$ cat src/core/ramp_pkg.sv
// constants, register map and state type of the setpoint ramp programmer
// assumes a 25 MHz system clock and 32-bit apb register access
package ramp_pkg;
  localparam int NUM_SEG  = 10;
  localparam int SP_W     = 16;
  localparam int TIME_W   = 14;
  localparam int CNT_W    = 8;
  localparam int SEG_W    = 4;

  // time base: one segment time unit is one minute
  localparam int CLK_HZ        = 25_000_000;
  localparam int MINUTE_S      = 60;
  localparam int MINUTE_CYCLES = CLK_HZ * MINUTE_S;

  localparam logic [TIME_W-1:0] TIME_MAX    = 14'h270f;
  localparam logic [TIME_W-1:0] TIME_RST    = 14'h0000;
  localparam logic [CNT_W-1:0]  CNT_MIN     = 8'h01;
  localparam logic [CNT_W-1:0]  CNT_FOREVER = 8'hfa;
  localparam logic [CNT_W-1:0]  CNT_RST     = 8'h01;
  localparam logic [SP_W-1:0]   TARGET_RST  = 16'h1388;
  localparam logic [SP_W-1:0]   LOCAL_RST   = 16'h0000;

  // byte addresses
  localparam logic [7:0] ADDR_CTRL   = 8'h00;
  localparam logic [7:0] ADDR_COUNT  = 8'h04;
  localparam logic [7:0] ADDR_LOCAL  = 8'h08;
  localparam logic [7:0] ADDR_STATUS = 8'h0c;
  localparam logic [7:0] ADDR_WSP    = 8'h10;
  localparam logic [1:0] REGION_TGT  = 2'h1;
  localparam logic [1:0] REGION_TIME = 2'h2;

  // control fields
  localparam int CTRL_RUN_LSB = 0;
  localparam int CTRL_OPLVL   = 2;
  localparam logic [1:0] RUN_OFF  = 2'h0;
  localparam logic [1:0] RUN_ON   = 2'h1;
  localparam logic [1:0] RUN_SUSP = 2'h2;

  // status fields
  localparam int STAT_RUNNING = 0;
  localparam int STAT_SUSP    = 1;
  localparam int STAT_DONE    = 2;
  localparam int STAT_SEG_LSB = 8;

  typedef enum logic [1:0] {st_idle, st_run, st_hold, st_done} seq_state_e;
endpackage

$ cat src/core/setpoint_ramp_programmer.sv
// setpoint ramp programmer: ten-segment ramp/dwell sequencer with apb regs
// assumes synchronous inputs on i_clk and an apb3 master on the bus
//
// The implementer's own choices: the APB register port and the register addresses.
`timescale 1ns/100ps

// Function
// [RULE_01] ten targets, program repeats, drives working setpoint
// [RULE_02] first ramp from local setpoint, then target-to-target
// [RULE_03] at finish, last value becomes local setpoint
// [RULE_04] off, on, suspended; suspend freezes, on resumes
// [RULE_05] repeat count 1..250, 250 runs forever
// [RULE_06] count locked while running, shows cycles remaining
// [RULE_07] segment time 0..9999 minutes, default zero
// [RULE_08] zero segment time ends the active sequence
// [RULE_09] equal adjacent targets give a dwell
// [RULE_10] operating level shows working setpoint on display
// [RULE_11] software programs everything before switching on
// [RULE_12] linear ramp, target reached exactly at segment end
module setpoint_ramp_programmer #(
  parameter int MINUTE_CYCLES = ramp_pkg::MINUTE_CYCLES
) (
  input  wire logic        i_clk,
  input  wire logic        i_nrst,
  input  wire logic        i_psel,
  input  wire logic        i_penable,
  input  wire logic        i_pwrite,
  input  wire logic [7:0]  i_paddr,
  input  wire logic [31:0] i_pwdata,
  output logic      [31:0] o_prdata,
  output logic             o_pready,
  output logic             o_pslverr,
  output logic      [15:0] o_working_sp,
  output logic      [15:0] o_local_sp,
  output logic      [15:0] o_lower_display,
  output logic             o_running
);
  localparam int N = ramp_pkg::NUM_SEG;

  ramp_pkg::seq_state_e state_r;
  logic [15:0] target_r [0:N-1];
  logic [13:0] time_r   [0:N-1];
  logic [7:0]  count_r;
  logic [7:0]  remain_r;
  logic [15:0] local_r;
  logic [15:0] wsp_r;
  logic [15:0] start_r;
  logic [13:0] elapsed_r;
  logic [3:0]  seg_r;
  logic [31:0] tick_cnt_r;
  logic [1:0]  run_r;
  logic        oplvl_r;
  logic        ack_r;
  logic [31:0] prdata_r;
  logic        pslverr_r;

  // apb: one wait state so read data comes from a flip-flop
  // status and wsp are live views; writes to them are dropped
  wire acc      = i_psel & i_penable;
  wire wr_en    = acc & ack_r & i_pwrite;
  wire [3:0] ix = i_paddr[5:2];
  wire ix_ok    = (ix < 4'(N)) & (i_paddr[1:0] == 2'h0);
  wire hit_ctrl  = (i_paddr == ramp_pkg::ADDR_CTRL);
  wire hit_count = (i_paddr == ramp_pkg::ADDR_COUNT);
  wire hit_local = (i_paddr == ramp_pkg::ADDR_LOCAL);
  wire hit_stat  = (i_paddr == ramp_pkg::ADDR_STATUS);
  wire hit_wsp   = (i_paddr == ramp_pkg::ADDR_WSP);
  wire hit_tgt   = (i_paddr[7:6] == ramp_pkg::REGION_TGT) & ix_ok;
  wire hit_time  = (i_paddr[7:6] == ramp_pkg::REGION_TIME) & ix_ok;
  wire mapped    = hit_ctrl | hit_count | hit_local | hit_stat | hit_wsp
                 | hit_tgt | hit_time;
  wire [3:0] ixs = ix_ok ? ix : 4'h0;

  // clamp written values into their documented spans
  wire [13:0] wtime  = (i_pwdata[31:14] != 18'h0) ? ramp_pkg::TIME_MAX :
                       (i_pwdata[13:0] > ramp_pkg::TIME_MAX) ?
                       ramp_pkg::TIME_MAX : i_pwdata[13:0];
  wire [7:0]  wcount = (i_pwdata[31:8] != 24'h0) ? ramp_pkg::CNT_FOREVER :
                       (i_pwdata[7:0] > ramp_pkg::CNT_FOREVER) ?
                       ramp_pkg::CNT_FOREVER :
                       (i_pwdata[7:0] < ramp_pkg::CNT_MIN) ?
                       ramp_pkg::CNT_MIN : i_pwdata[7:0];

  // sequencer decode
  wire is_idle  = (state_r == ramp_pkg::st_idle);
  wire is_run   = (state_r == ramp_pkg::st_run);
  wire is_hold  = (state_r == ramp_pkg::st_hold);
  wire is_done  = (state_r == ramp_pkg::st_done);
  wire busy     = is_run | is_hold;
  wire want_on  = (run_r == ramp_pkg::RUN_ON);
  wire want_sus = (run_r == ramp_pkg::RUN_SUSP);
  wire forever_mode = (count_r == ramp_pkg::CNT_FOREVER);
  wire [15:0] cur_tgt = target_r[seg_r];
  wire [13:0] cur_time = time_r[seg_r];
  wire last_seg = (seg_r == 4'(N - 1));
  wire [3:0] seg_inc = last_seg ? 4'h0 : seg_r + 4'h1;
  wire tick = (tick_cnt_r == 32'(MINUTE_CYCLES - 1));
  wire [13:0] elapsed_inc = elapsed_r + 14'h1;
  wire start_go = is_idle & want_on;
  wire start_empty = start_go & (time_r[0] == ramp_pkg::TIME_RST);
  // a segment only ends while switched on, so off or suspend never loads
  wire seg_done = is_run & want_on & tick & (elapsed_inc >= cur_time);
  wire cycle_end = seg_done & (last_seg |
                   (time_r[seg_inc] == ramp_pkg::TIME_RST));
  // the last pass ends at its cycle end; the endless count never ends
  wire finish = cycle_end & ~forever_mode & (remain_r == 8'h01);

  // linear interpolation: start + delta * elapsed / time
  wire signed [16:0] delta = $signed({cur_tgt[15], cur_tgt})
                           - $signed({start_r[15], start_r});
  // widen before multiplying: 17-bit delta times 9999 needs 31 bits
  wire signed [31:0] prod  = 32'(delta) * $signed({18'h0, elapsed_r});
  wire signed [31:0] quot  = (cur_time == ramp_pkg::TIME_RST) ? 32'sh0 :
                             prod / $signed({18'h0, cur_time});
  wire [15:0] ramp_sp = (cur_time == ramp_pkg::TIME_RST) ? cur_tgt :
                        start_r + quot[15:0]; // RULE_12

  wire [15:0] wsp_nxt = is_run  ? ramp_sp :
                        is_hold ? wsp_r   : local_r;
  wire [7:0]  count_rd = busy ? remain_r : count_r;
  wire [31:0] status_w = {20'h0, seg_r, 5'h0, is_done, is_hold, is_run};
  wire [31:0] rd_mux =
      hit_ctrl  ? {29'h0, oplvl_r, run_r} :
      hit_count ? {24'h0, count_rd} :
      hit_local ? {16'h0, local_r} :
      hit_stat  ? status_w :
      hit_wsp   ? {16'h0, wsp_r} :
      hit_tgt   ? {16'h0, target_r[ixs]} :
      hit_time  ? {18'h0, time_r[ixs]} : 32'h0;

  assign o_prdata        = prdata_r;
  assign o_pready        = acc & ack_r;
  assign o_pslverr       = acc & ack_r & pslverr_r;
  assign o_working_sp    = wsp_r;
  assign o_local_sp      = local_r;
  assign o_running       = is_run;
  assign o_lower_display = oplvl_r ? wsp_r : local_r; // RULE_10

  always_ff @(posedge i_clk) begin
    if (!i_nrst) begin
      ack_r     <= 1'b0;
      prdata_r  <= 32'h0;
      pslverr_r <= 1'b0;
    end else begin
      ack_r <= acc & ~ack_r;
      if (acc & ~ack_r) begin
        prdata_r  <= i_pwrite ? 32'h0 : rd_mux;
        pslverr_r <= ~mapped;
      end
    end
  end

  // program storage; software should fill it before switching on
  always_ff @(posedge i_clk) begin
    if (!i_nrst) begin
      for (int i = 0; i < N; i++) begin
        target_r[i] <= ramp_pkg::TARGET_RST;
        time_r[i]   <= ramp_pkg::TIME_RST; // RULE_07
      end
      run_r   <= ramp_pkg::RUN_OFF;
      oplvl_r <= 1'b1;
      count_r <= ramp_pkg::CNT_RST;
    end else if (wr_en) begin
      if (hit_tgt)
        target_r[ixs] <= i_pwdata[15:0]; // RULE_01
      if (hit_time)
        time_r[ixs] <= wtime; // RULE_07
      if (hit_ctrl) begin
        run_r   <= i_pwdata[ramp_pkg::CTRL_RUN_LSB +: 2];
        oplvl_r <= i_pwdata[ramp_pkg::CTRL_OPLVL];
      end
      // refused while the program is active
      if (hit_count & ~busy)
        count_r <= wcount; // RULE_05 RULE_06
    end
  end

  // local setpoint: the hardware load at finish beats a software write
  always_ff @(posedge i_clk) begin
    if (!i_nrst)
      local_r <= ramp_pkg::LOCAL_RST;
    else if (finish)
      local_r <= cur_tgt; // RULE_03
    else if (wr_en & hit_local)
      local_r <= i_pwdata[15:0];
  end

  // minute time base: held while suspended so a resume keeps its place
  // within the minute; cleared only when idle or done
  always_ff @(posedge i_clk) begin
    if (!i_nrst)
      tick_cnt_r <= 32'h0;
    else if (is_run & want_on)
      tick_cnt_r <= tick ? 32'h0 : tick_cnt_r + 32'h1;
    else if (is_idle | is_done)
      tick_cnt_r <= 32'h0;
  end

  always_ff @(posedge i_clk) begin
    if (!i_nrst)
      wsp_r <= ramp_pkg::LOCAL_RST;
    else
      wsp_r <= wsp_nxt; // RULE_04
  end

  always_ff @(posedge i_clk) begin
    if (!i_nrst) begin
      state_r   <= ramp_pkg::st_idle;
      seg_r     <= 4'h0;
      elapsed_r <= 14'h0;
      start_r   <= ramp_pkg::LOCAL_RST;
      remain_r  <= ramp_pkg::CNT_RST;
    end else begin
      unique case (state_r)
        ramp_pkg::st_idle: begin
          if (start_empty) begin
            state_r <= ramp_pkg::st_done; // RULE_08
          end else if (start_go) begin
            state_r   <= ramp_pkg::st_run;
            seg_r     <= 4'h0;
            elapsed_r <= 14'h0;
            start_r   <= local_r; // RULE_02
            remain_r  <= count_r; // RULE_06
          end
        end
        ramp_pkg::st_run: begin
          // off abandons the pass; suspend keeps every counter
          if (!want_on) begin
            state_r <= want_sus ? ramp_pkg::st_hold :
                       ramp_pkg::st_idle; // RULE_04
          end else if (finish) begin
            state_r <= ramp_pkg::st_done; // RULE_03
          end else if (seg_done) begin
            // next segment starts from the target just reached
            start_r   <= cur_tgt; // RULE_02 RULE_09
            elapsed_r <= 14'h0;
            if (cycle_end) begin
              seg_r <= 4'h0; // RULE_08
              if (!forever_mode)
                remain_r <= remain_r - 8'h01; // RULE_05 RULE_06
            end else begin
              seg_r <= seg_inc;
            end
          end else if (tick) begin
            elapsed_r <= elapsed_inc; // RULE_12
          end
        end
        ramp_pkg::st_hold: begin
          if (want_on)
            state_r <= ramp_pkg::st_run; // RULE_04
          else if (!want_sus)
            state_r <= ramp_pkg::st_idle;
        end
        ramp_pkg::st_done: begin
          // stays here while switched on; off or suspend returns it to idle
          if (!want_on)
            state_r <= ramp_pkg::st_idle;
        end
      endcase
    end
  end

  property p_seg_range;
    @(posedge i_clk) disable iff (!i_nrst)
      busy |-> (seg_r < 4'(N));
  endproperty
  a_seg_range: assert property (p_seg_range) // RULE_01
    else $error("segment index out of range");

  property p_start_local;
    @(posedge i_clk) disable iff (!i_nrst)
      (start_go & ~start_empty) |=>
        (is_run && seg_r == 4'h0 && start_r == $past(local_r));
  endproperty
  a_start_local: assert property (p_start_local) // RULE_02
    else $error("first segment did not start from local setpoint");

  property p_finish_load;
    @(posedge i_clk) disable iff (!i_nrst)
      finish |=> (is_done && local_r == $past(cur_tgt)) ##1
        (wsp_r == local_r);
  endproperty
  a_finish_load: assert property (p_finish_load) // RULE_03
    else $error("final value not loaded into local setpoint");

  property p_hold_frozen;
    @(posedge i_clk) disable iff (!i_nrst)
      (is_hold && $past(is_hold)) |-> $stable(wsp_r);
  endproperty
  a_hold_frozen: assert property (p_hold_frozen) // RULE_04
    else $error("working setpoint moved while suspended");

  property p_forever;
    @(posedge i_clk) disable iff (!i_nrst)
      (cycle_end & forever_mode & want_on) |=>
        (is_run && remain_r == $past(remain_r) && seg_r == 4'h0);
  endproperty
  a_forever: assert property (p_forever) // RULE_05
    else $error("continuous program stopped or counted down");

  property p_count_locked;
    @(posedge i_clk) disable iff (!i_nrst)
      (wr_en & hit_count & busy) |=> $stable(count_r);
  endproperty
  a_count_locked: assert property (p_count_locked) // RULE_06
    else $error("repeat count changed while running");

  property p_time_span;
    @(posedge i_clk) disable iff (!i_nrst)
      (wr_en & hit_time) |=> (time_r[$past(ixs)] <= ramp_pkg::TIME_MAX);
  endproperty
  a_time_span: assert property (p_time_span) // RULE_07
    else $error("segment time above its span");

  property p_zero_ends;
    @(posedge i_clk) disable iff (!i_nrst)
      (seg_done & ~last_seg & (time_r[seg_inc] == ramp_pkg::TIME_RST))
        |=> (seg_r == 4'h0 || is_done);
  endproperty
  a_zero_ends: assert property (p_zero_ends) // RULE_08
    else $error("sequence ran past a zero segment time");

  property p_dwell;
    @(posedge i_clk) disable iff (!i_nrst)
      (is_run && $past(is_run) && cur_tgt == start_r &&
       $stable(cur_tgt) && $stable(start_r)) |-> (wsp_r == start_r);
  endproperty
  a_dwell: assert property (p_dwell) // RULE_09
    else $error("dwell segment did not hold its value");

  property p_display;
    @(posedge i_clk) disable iff (!i_nrst)
      oplvl_r |-> (o_lower_display == wsp_r);
  endproperty
  a_display: assert property (p_display) // RULE_10
    else $error("display does not show working setpoint");

  property p_reach_target;
    @(posedge i_clk) disable iff (!i_nrst)
      (seg_done & want_on) |-> ##2 (wsp_r == $past(cur_tgt, 2));
  endproperty
  a_reach_target: assert property (p_reach_target) // RULE_12
    else $error("segment end did not land on its target");
endmodule

$ cat config.mk
export PLATFORM = sky130hd
export DESIGN_NAME = setpoint_ramp_programmer
export DESIGN_NICKNAME = d
export VERILOG_FILES = /design/src/core/ramp_pkg.sv /design/src/core/setpoint_ramp_programmer.sv
export SDC_FILE = /design/constraint.sdc
export NUM_CORES = 2
export LEC_CHECK = 0
export ABC_CLOCK_PERIOD_IN_PS = 201700
export BUFFER_PORTS_ARGS = -buffer_cell sky130_fd_sc_hd__buf_2
export CAP_MARGIN = 20
export CORE_ASPECT_RATIO = 0.9
export CORE_MARGIN = 3
export CORE_UTILIZATION = 30
export DETAILED_ROUTE_END_ITERATION = 16
export SYNTH_ARGS = -nofsm -noshare
export SYNTH_HDL_FRONTEND = slang
export SYNTH_SLANG_ARGS = --single-unit
$ cat constraint.sdc
create_clock -name i_clk -period 201.7 [get_ports i_clk]
set_clock_uncertainty 0.1 [all_clocks]
set_input_delay 30.255 -clock i_clk [delete_from_list [all_inputs] [get_ports i_clk]]
set_output_delay 30.255 -clock i_clk [all_outputs]
set_load 0.005 [all_outputs]
Yosys cells after proc, flatten, opt, wreduce, memory -nomap -nowiden
Memory sizes are Yosys's and may differ from the RTL's. A register that Yosys moved wholly into a read port is not among the register bits.
Index checks and enable logic that the tools add are counted.

operators by class
  add/subtract/negate cells = 6
  multipliers = 1
  div/mod/pow operators = 1
  $lt $le $gt $ge = 5
  equal/unequal tests = 28
  multiplexer cells = 82
  bitwise logic cells = 31
  reduce and logical (&&, ||, !) cells = 19

operators by type and width
  kind                                                               count
  16-bit 2-to-1 mux                                                  20
  14-bit 2-to-1 mux                                                  10
  32-bit 2-to-1 mux                                                  3
  8-bit 2-to-1 mux                                                   11
  4-bit 2-to-1 mux                                                   14
  14-bit zero test                                                   3
  32-bit by 1-bit adder with 32-bit output, second input constant    1
  32-bit by 15-bit divider with 32-bit output                        1
  32-bit by 31-bit == test with 1-bit output, second input constant  1
  17-bit by 15-bit multiplier with 32-bit output                     1
  16-bit case mux with 2 select lines                                1
  14-bit case mux with 2 select lines                                1
  24-bit nonzero test                                                1
  1-bit bitwise AND                                                  18
  18-bit nonzero test                                                1
  16-bit by 16-bit subtractor with 17-bit output                     1
  16-bit adder                                                       1
  8-bit by 4-bit == test with 1-bit output, second input constant    2
  2-bit 2-to-1 mux                                                   8
  8-bit case mux with 2 select lines                                 1
  16-bit OR reduction                                                1
  14-bit by 1-bit adder with 14-bit output, second input constant    1
  14-bit greater-or-equal comparator                                 1
  14-bit greater-than comparator, second input constant              1
  30 further kinds                                                   69

word-level totals
  flip-flop bits (word level) = 153
  bits in writable memories = 300
  input bits = 45
  output and inout port bits = 83
  logic and storage cells = 189
  memories kept = 2

memory list
  name      words  width  read ports  clocked after Yosys merged registers in  wr ports  RTL line                        text
  target_r  10     16     2           1                                        10        setpoint_ramp_programmer.sv:41  logic [15:0] target_r [0:N-1];
  time_r    10     14     4           1                                        10        setpoint_ramp_programmer.sv:42  logic [13:0] time_r [0:N-1];

Logic depth before layout (Yosys ltp)
An unclocked memory read counts as a cell.

  depth after elaboration = 13
  mapped depth = 586
  mapped depth without buffers = 540

Worst setup path after synthesis
No wires, ideal clock.

  path kind = register -> register
  start = register with a tool-made name
  end = register wsp_r[15] (netlist: o_working_sp[15])
  setup time = 134 ps
  arrival = 108228 ps
  slack = 93238 ps
  stages on the path, launching flop included = 561
  period minus slack after synthesis = 108462 ps
  cells stage by stage = dfxtp_1 > buf_4 > buf_6 > buf_6 > buf_4 > buf_2 > buf_1 > buf_1 > mux4_2 > mux4_2 > inv_1 > ha_1 > fa_1 > nor2b_1 > o21ai_0 > nand2b_1 > a31oi_1 > nor2b_1 > (+525 left out) > ha_1 > a21o_1 > a21o_1 > a21o_1 > a21oi_1 > o21bai_1 > a21oi_1 > o21bai_1 > a21oi_1 > o21bai_1 > a21oi_1 > o21bai_1 > a21oi_1 > o21bai_1 > a21oi_1 > xnor2_1 > xnor2_1 > a41oi_1

RTL lines
  element               RTL line                         text
  end signal, assigned  setpoint_ramp_programmer.sv:201  wsp_r <= ramp_pkg::LOCAL_RST;
  end signal, assigned  setpoint_ramp_programmer.sv:203  wsp_r <= wsp_nxt;
  end, declared         setpoint_ramp_programmer.sv:46   logic [15:0] wsp_r;

==> flow_metrics.tcl <==
set metrics [dict create \
    status "finished clean" \
    port_buffers 111 \
    period_needed_ns 122.14 \
    htreeDepth 3 \
    synth_warnings 0 \
    max_stage_delay_ns 0.76 \
    critPathMaxFanout 46 \
    final_common_cell "nor2_1" \
    die_h_microns 450.5 \
    dp_hpwl_microns 169000 \
    cts.root.buffer_cell "clkbuf_16" \
    area_growth_syn_to_layout_pct 9.564 \
    setup_tns_ns 0 \
    worst_setup_path_end_kind "flip-flop" \
    ys_types 142 \
    crit_family "compound AO/OA/AOI/OAI gates" \
    via_count 58237 \
    worstPathArrival_ns 122.60 \
    drt-met1-wl_microns 97430 \
    routed_wl_microns 222200 \
    wl_met3_microns 17500 \
    grt_usage_pct 18.99 \
    worst-path-buf-inv 28 \
    top_layer "met4" \
    grt_max_degree 119 \
    synth-seq-cells 621 \
    cap_violations 0 \
    required_ns 202.15 \
    synth-edff-count 480 \
    path_common_cell "o21a_1" \
    row_count 162 \
    pin_count 128 \
    final_cell_mix "nor2_1 (840), nand2_1 (678), ha_1 (496), edfxtp_1 (480), a21oi_1 (421)" \
    drive_gt1_share_pct 11.14 \
    worst_pin_slew_ns 1.160 \
    path_clk_slew_ns 0.07 \
    hold_start "o_prdata[10]$_SDFFE_PN0P_" \
    setup_viol 0 \
    postCtsSetupBuffers 0 \
    synthArstFlopShare_pct 0 \
    fin_nets 8133 \
    crit_path_start_kind "flip-flop" \
    vias_per_cell 5.661 \
    postCtsHoldBufs 0 \
    cts_tree "yes" \
    synth_flop_cell "edfxtp_1" \
    drc 0 \
    dp_cells 10159 \
    start_util_pct 30.29 \
    clk_latency_ns 0.62 \
    grt_overflow 0 \
    gp_congestion 0.9347 \
    drtIter0Drc 5944 \
    dpl_worst_slack_ns 81.39 \
    worstSetupPathType "flip-flop to flip-flop" \
    slowest_stage "nor2_2" \
    dieArea_sq_um 225200 \
    min_path_type "flip-flop to flip-flop" \
    synth_area_sq_um 65870 \
    setup_slack_ns 79.56 \
    cts_sinks 621 \
    postSynthCellCount 7230 \
    rsz0062_at_grt "false" \
    holdWs_ns 0.3821 \
    avgRoutedWirePerCell_microns 21.60 \
    grt_pass1_vias 55644 \
    wl_met2_microns 100600 \
    core_area_sq_um 217500 \
    fillers 22275 \
    grt_pass1_wl_microns 338700 \
    ant_nets 0 \
    drv_slew 0 \
    post-route-period-util_pct 60.56 \
    clk_path_buf_depth 3 \
    fmax_mhz 8.187 \
    seq_area_frac_synth_pct 26.17 \
    antenna_found_initial 8 \
    final_cells 10288 \
    numCtsBuffers 66 \
    avgSynthCellArea_sq_um 9.111 \
    cts_resized 0 \
    die_w_microns 499.9 \
    slew_headroom_pct 22.02 \
    final-hold-violation-count 0 \
    dr.pass1.iters 6 \
]
## registers in the layout, indices dropped and copies added (netlist names), 14 cells and up, named ones only
name / count
elapsed_r: 14
o_local_sp: 16
o_prdata: 16
o_working_sp: 16
start_r: 16
target_r: 256
tick_cnt_r: 32
time_r: 224
## synth_stat cells, types with 62 or more instances
cell | number | share of area, %
dfxtp_1 | 141 | 4.3
o21ai_0 | 216 | 1.6
nor3_1 | 299 | 2.3
inv_1 | 409 | 2.3
mux4_2 | 233 | 8.0
o31ai_1 | 116 | 1.3
xor2_1 | 106 | 1.4
o21a_1 | 237 | 2.7
and2_1 | 163 | 1.5
ha_1 | 497 | 9.4
mux2_2 | 98 | 1.7
nand2_1 | 678 | 3.9
nand3_1 | 142 | 1.1
edfxtp_1 | 480 | 22
nor4_1 | 81 | 0.77
nor2b_1 | 62 | 0.59
a21o_1 | 106 | 1.2
mux2i_1 | 88 | 1.3
nand4_1 | 78 | 0.74
a211oi_1 | 79 | 0.90
and3_1 | 66 | 0.63
xnor2_1 | 157 | 2.1
clkbuf_1 | 212 | 1.2
nor2_1 | 844 | 4.8
fa_1 | 232 | 7.1
a21oi_1 | 421 | 3.2
## area by class of cell
type | count | area [sq um] | share of cell area, %
inverters | 414 | 1562 | 2.164
diodes | 6 | 15.01 | 0.02080
multi-input cells | 6051 | 46310 | 64.17
repair buffers | 205 | 1294 | 1.793
clock buffers | 77 | 1693 | 2.346
flip-flops and latches | 621 | 17250 | 23.90
clock inverters | 44 | 455.4 | 0.6311
well taps | 2870 | 3591 | 4.976
## cells by family after synthesis
family / count (synthesis) / share of synthesized area (%)
buf+inv: 753 / 4.794
xor+xnor: 264 / 3.539
simple gates: 2724 / 20.01
flops: 621 / 26.17
compound gates: 1717 / 17.98
fa+ha+maj: 731 / 16.52
mux: 419 / 10.98
other cells: 1 / 0.005693
## path summary, 6_finish.rpt
kind	to	slack, ns	depth (start not counted)
setup reg to reg	o_working_sp[15]$_SDFFE_PN0P_	79.56	520
hold / removal	o_prdata[10]$_SDFFE_PN0P_	0.38	2
setup / recovery	o_working_sp[15]$_SDFFE_PN0P_	79.56	520
hold reg to reg	o_prdata[10]$_SDFFE_PN0P_	0.38	2
## worst min-delay path, cell delays in order (launching register included)
cell,delay (ns)
dfxtp_1,0.32
a21oi_1,0.06
nor2_1,0.07
## layer usage
layer	up-vias	GRT usage [%]
li1	26854	-
met1	28561	26.43
met2	2453	30.35
met3	369	2.904
met4	0	5.545
met5	-	0
## stage by stage
step	instance area, sq um	utilization [%]
floorplan	66600	-
finish	72170	33.18
detailed placement	69970	32.17
global route	72160	33.18
global placement	69970	32.17
CTS	72120	33.16
Power is left out: the tool's default activity adds up to more than one toggle a clock period on the data nets, which glitch-free logic cannot reach.
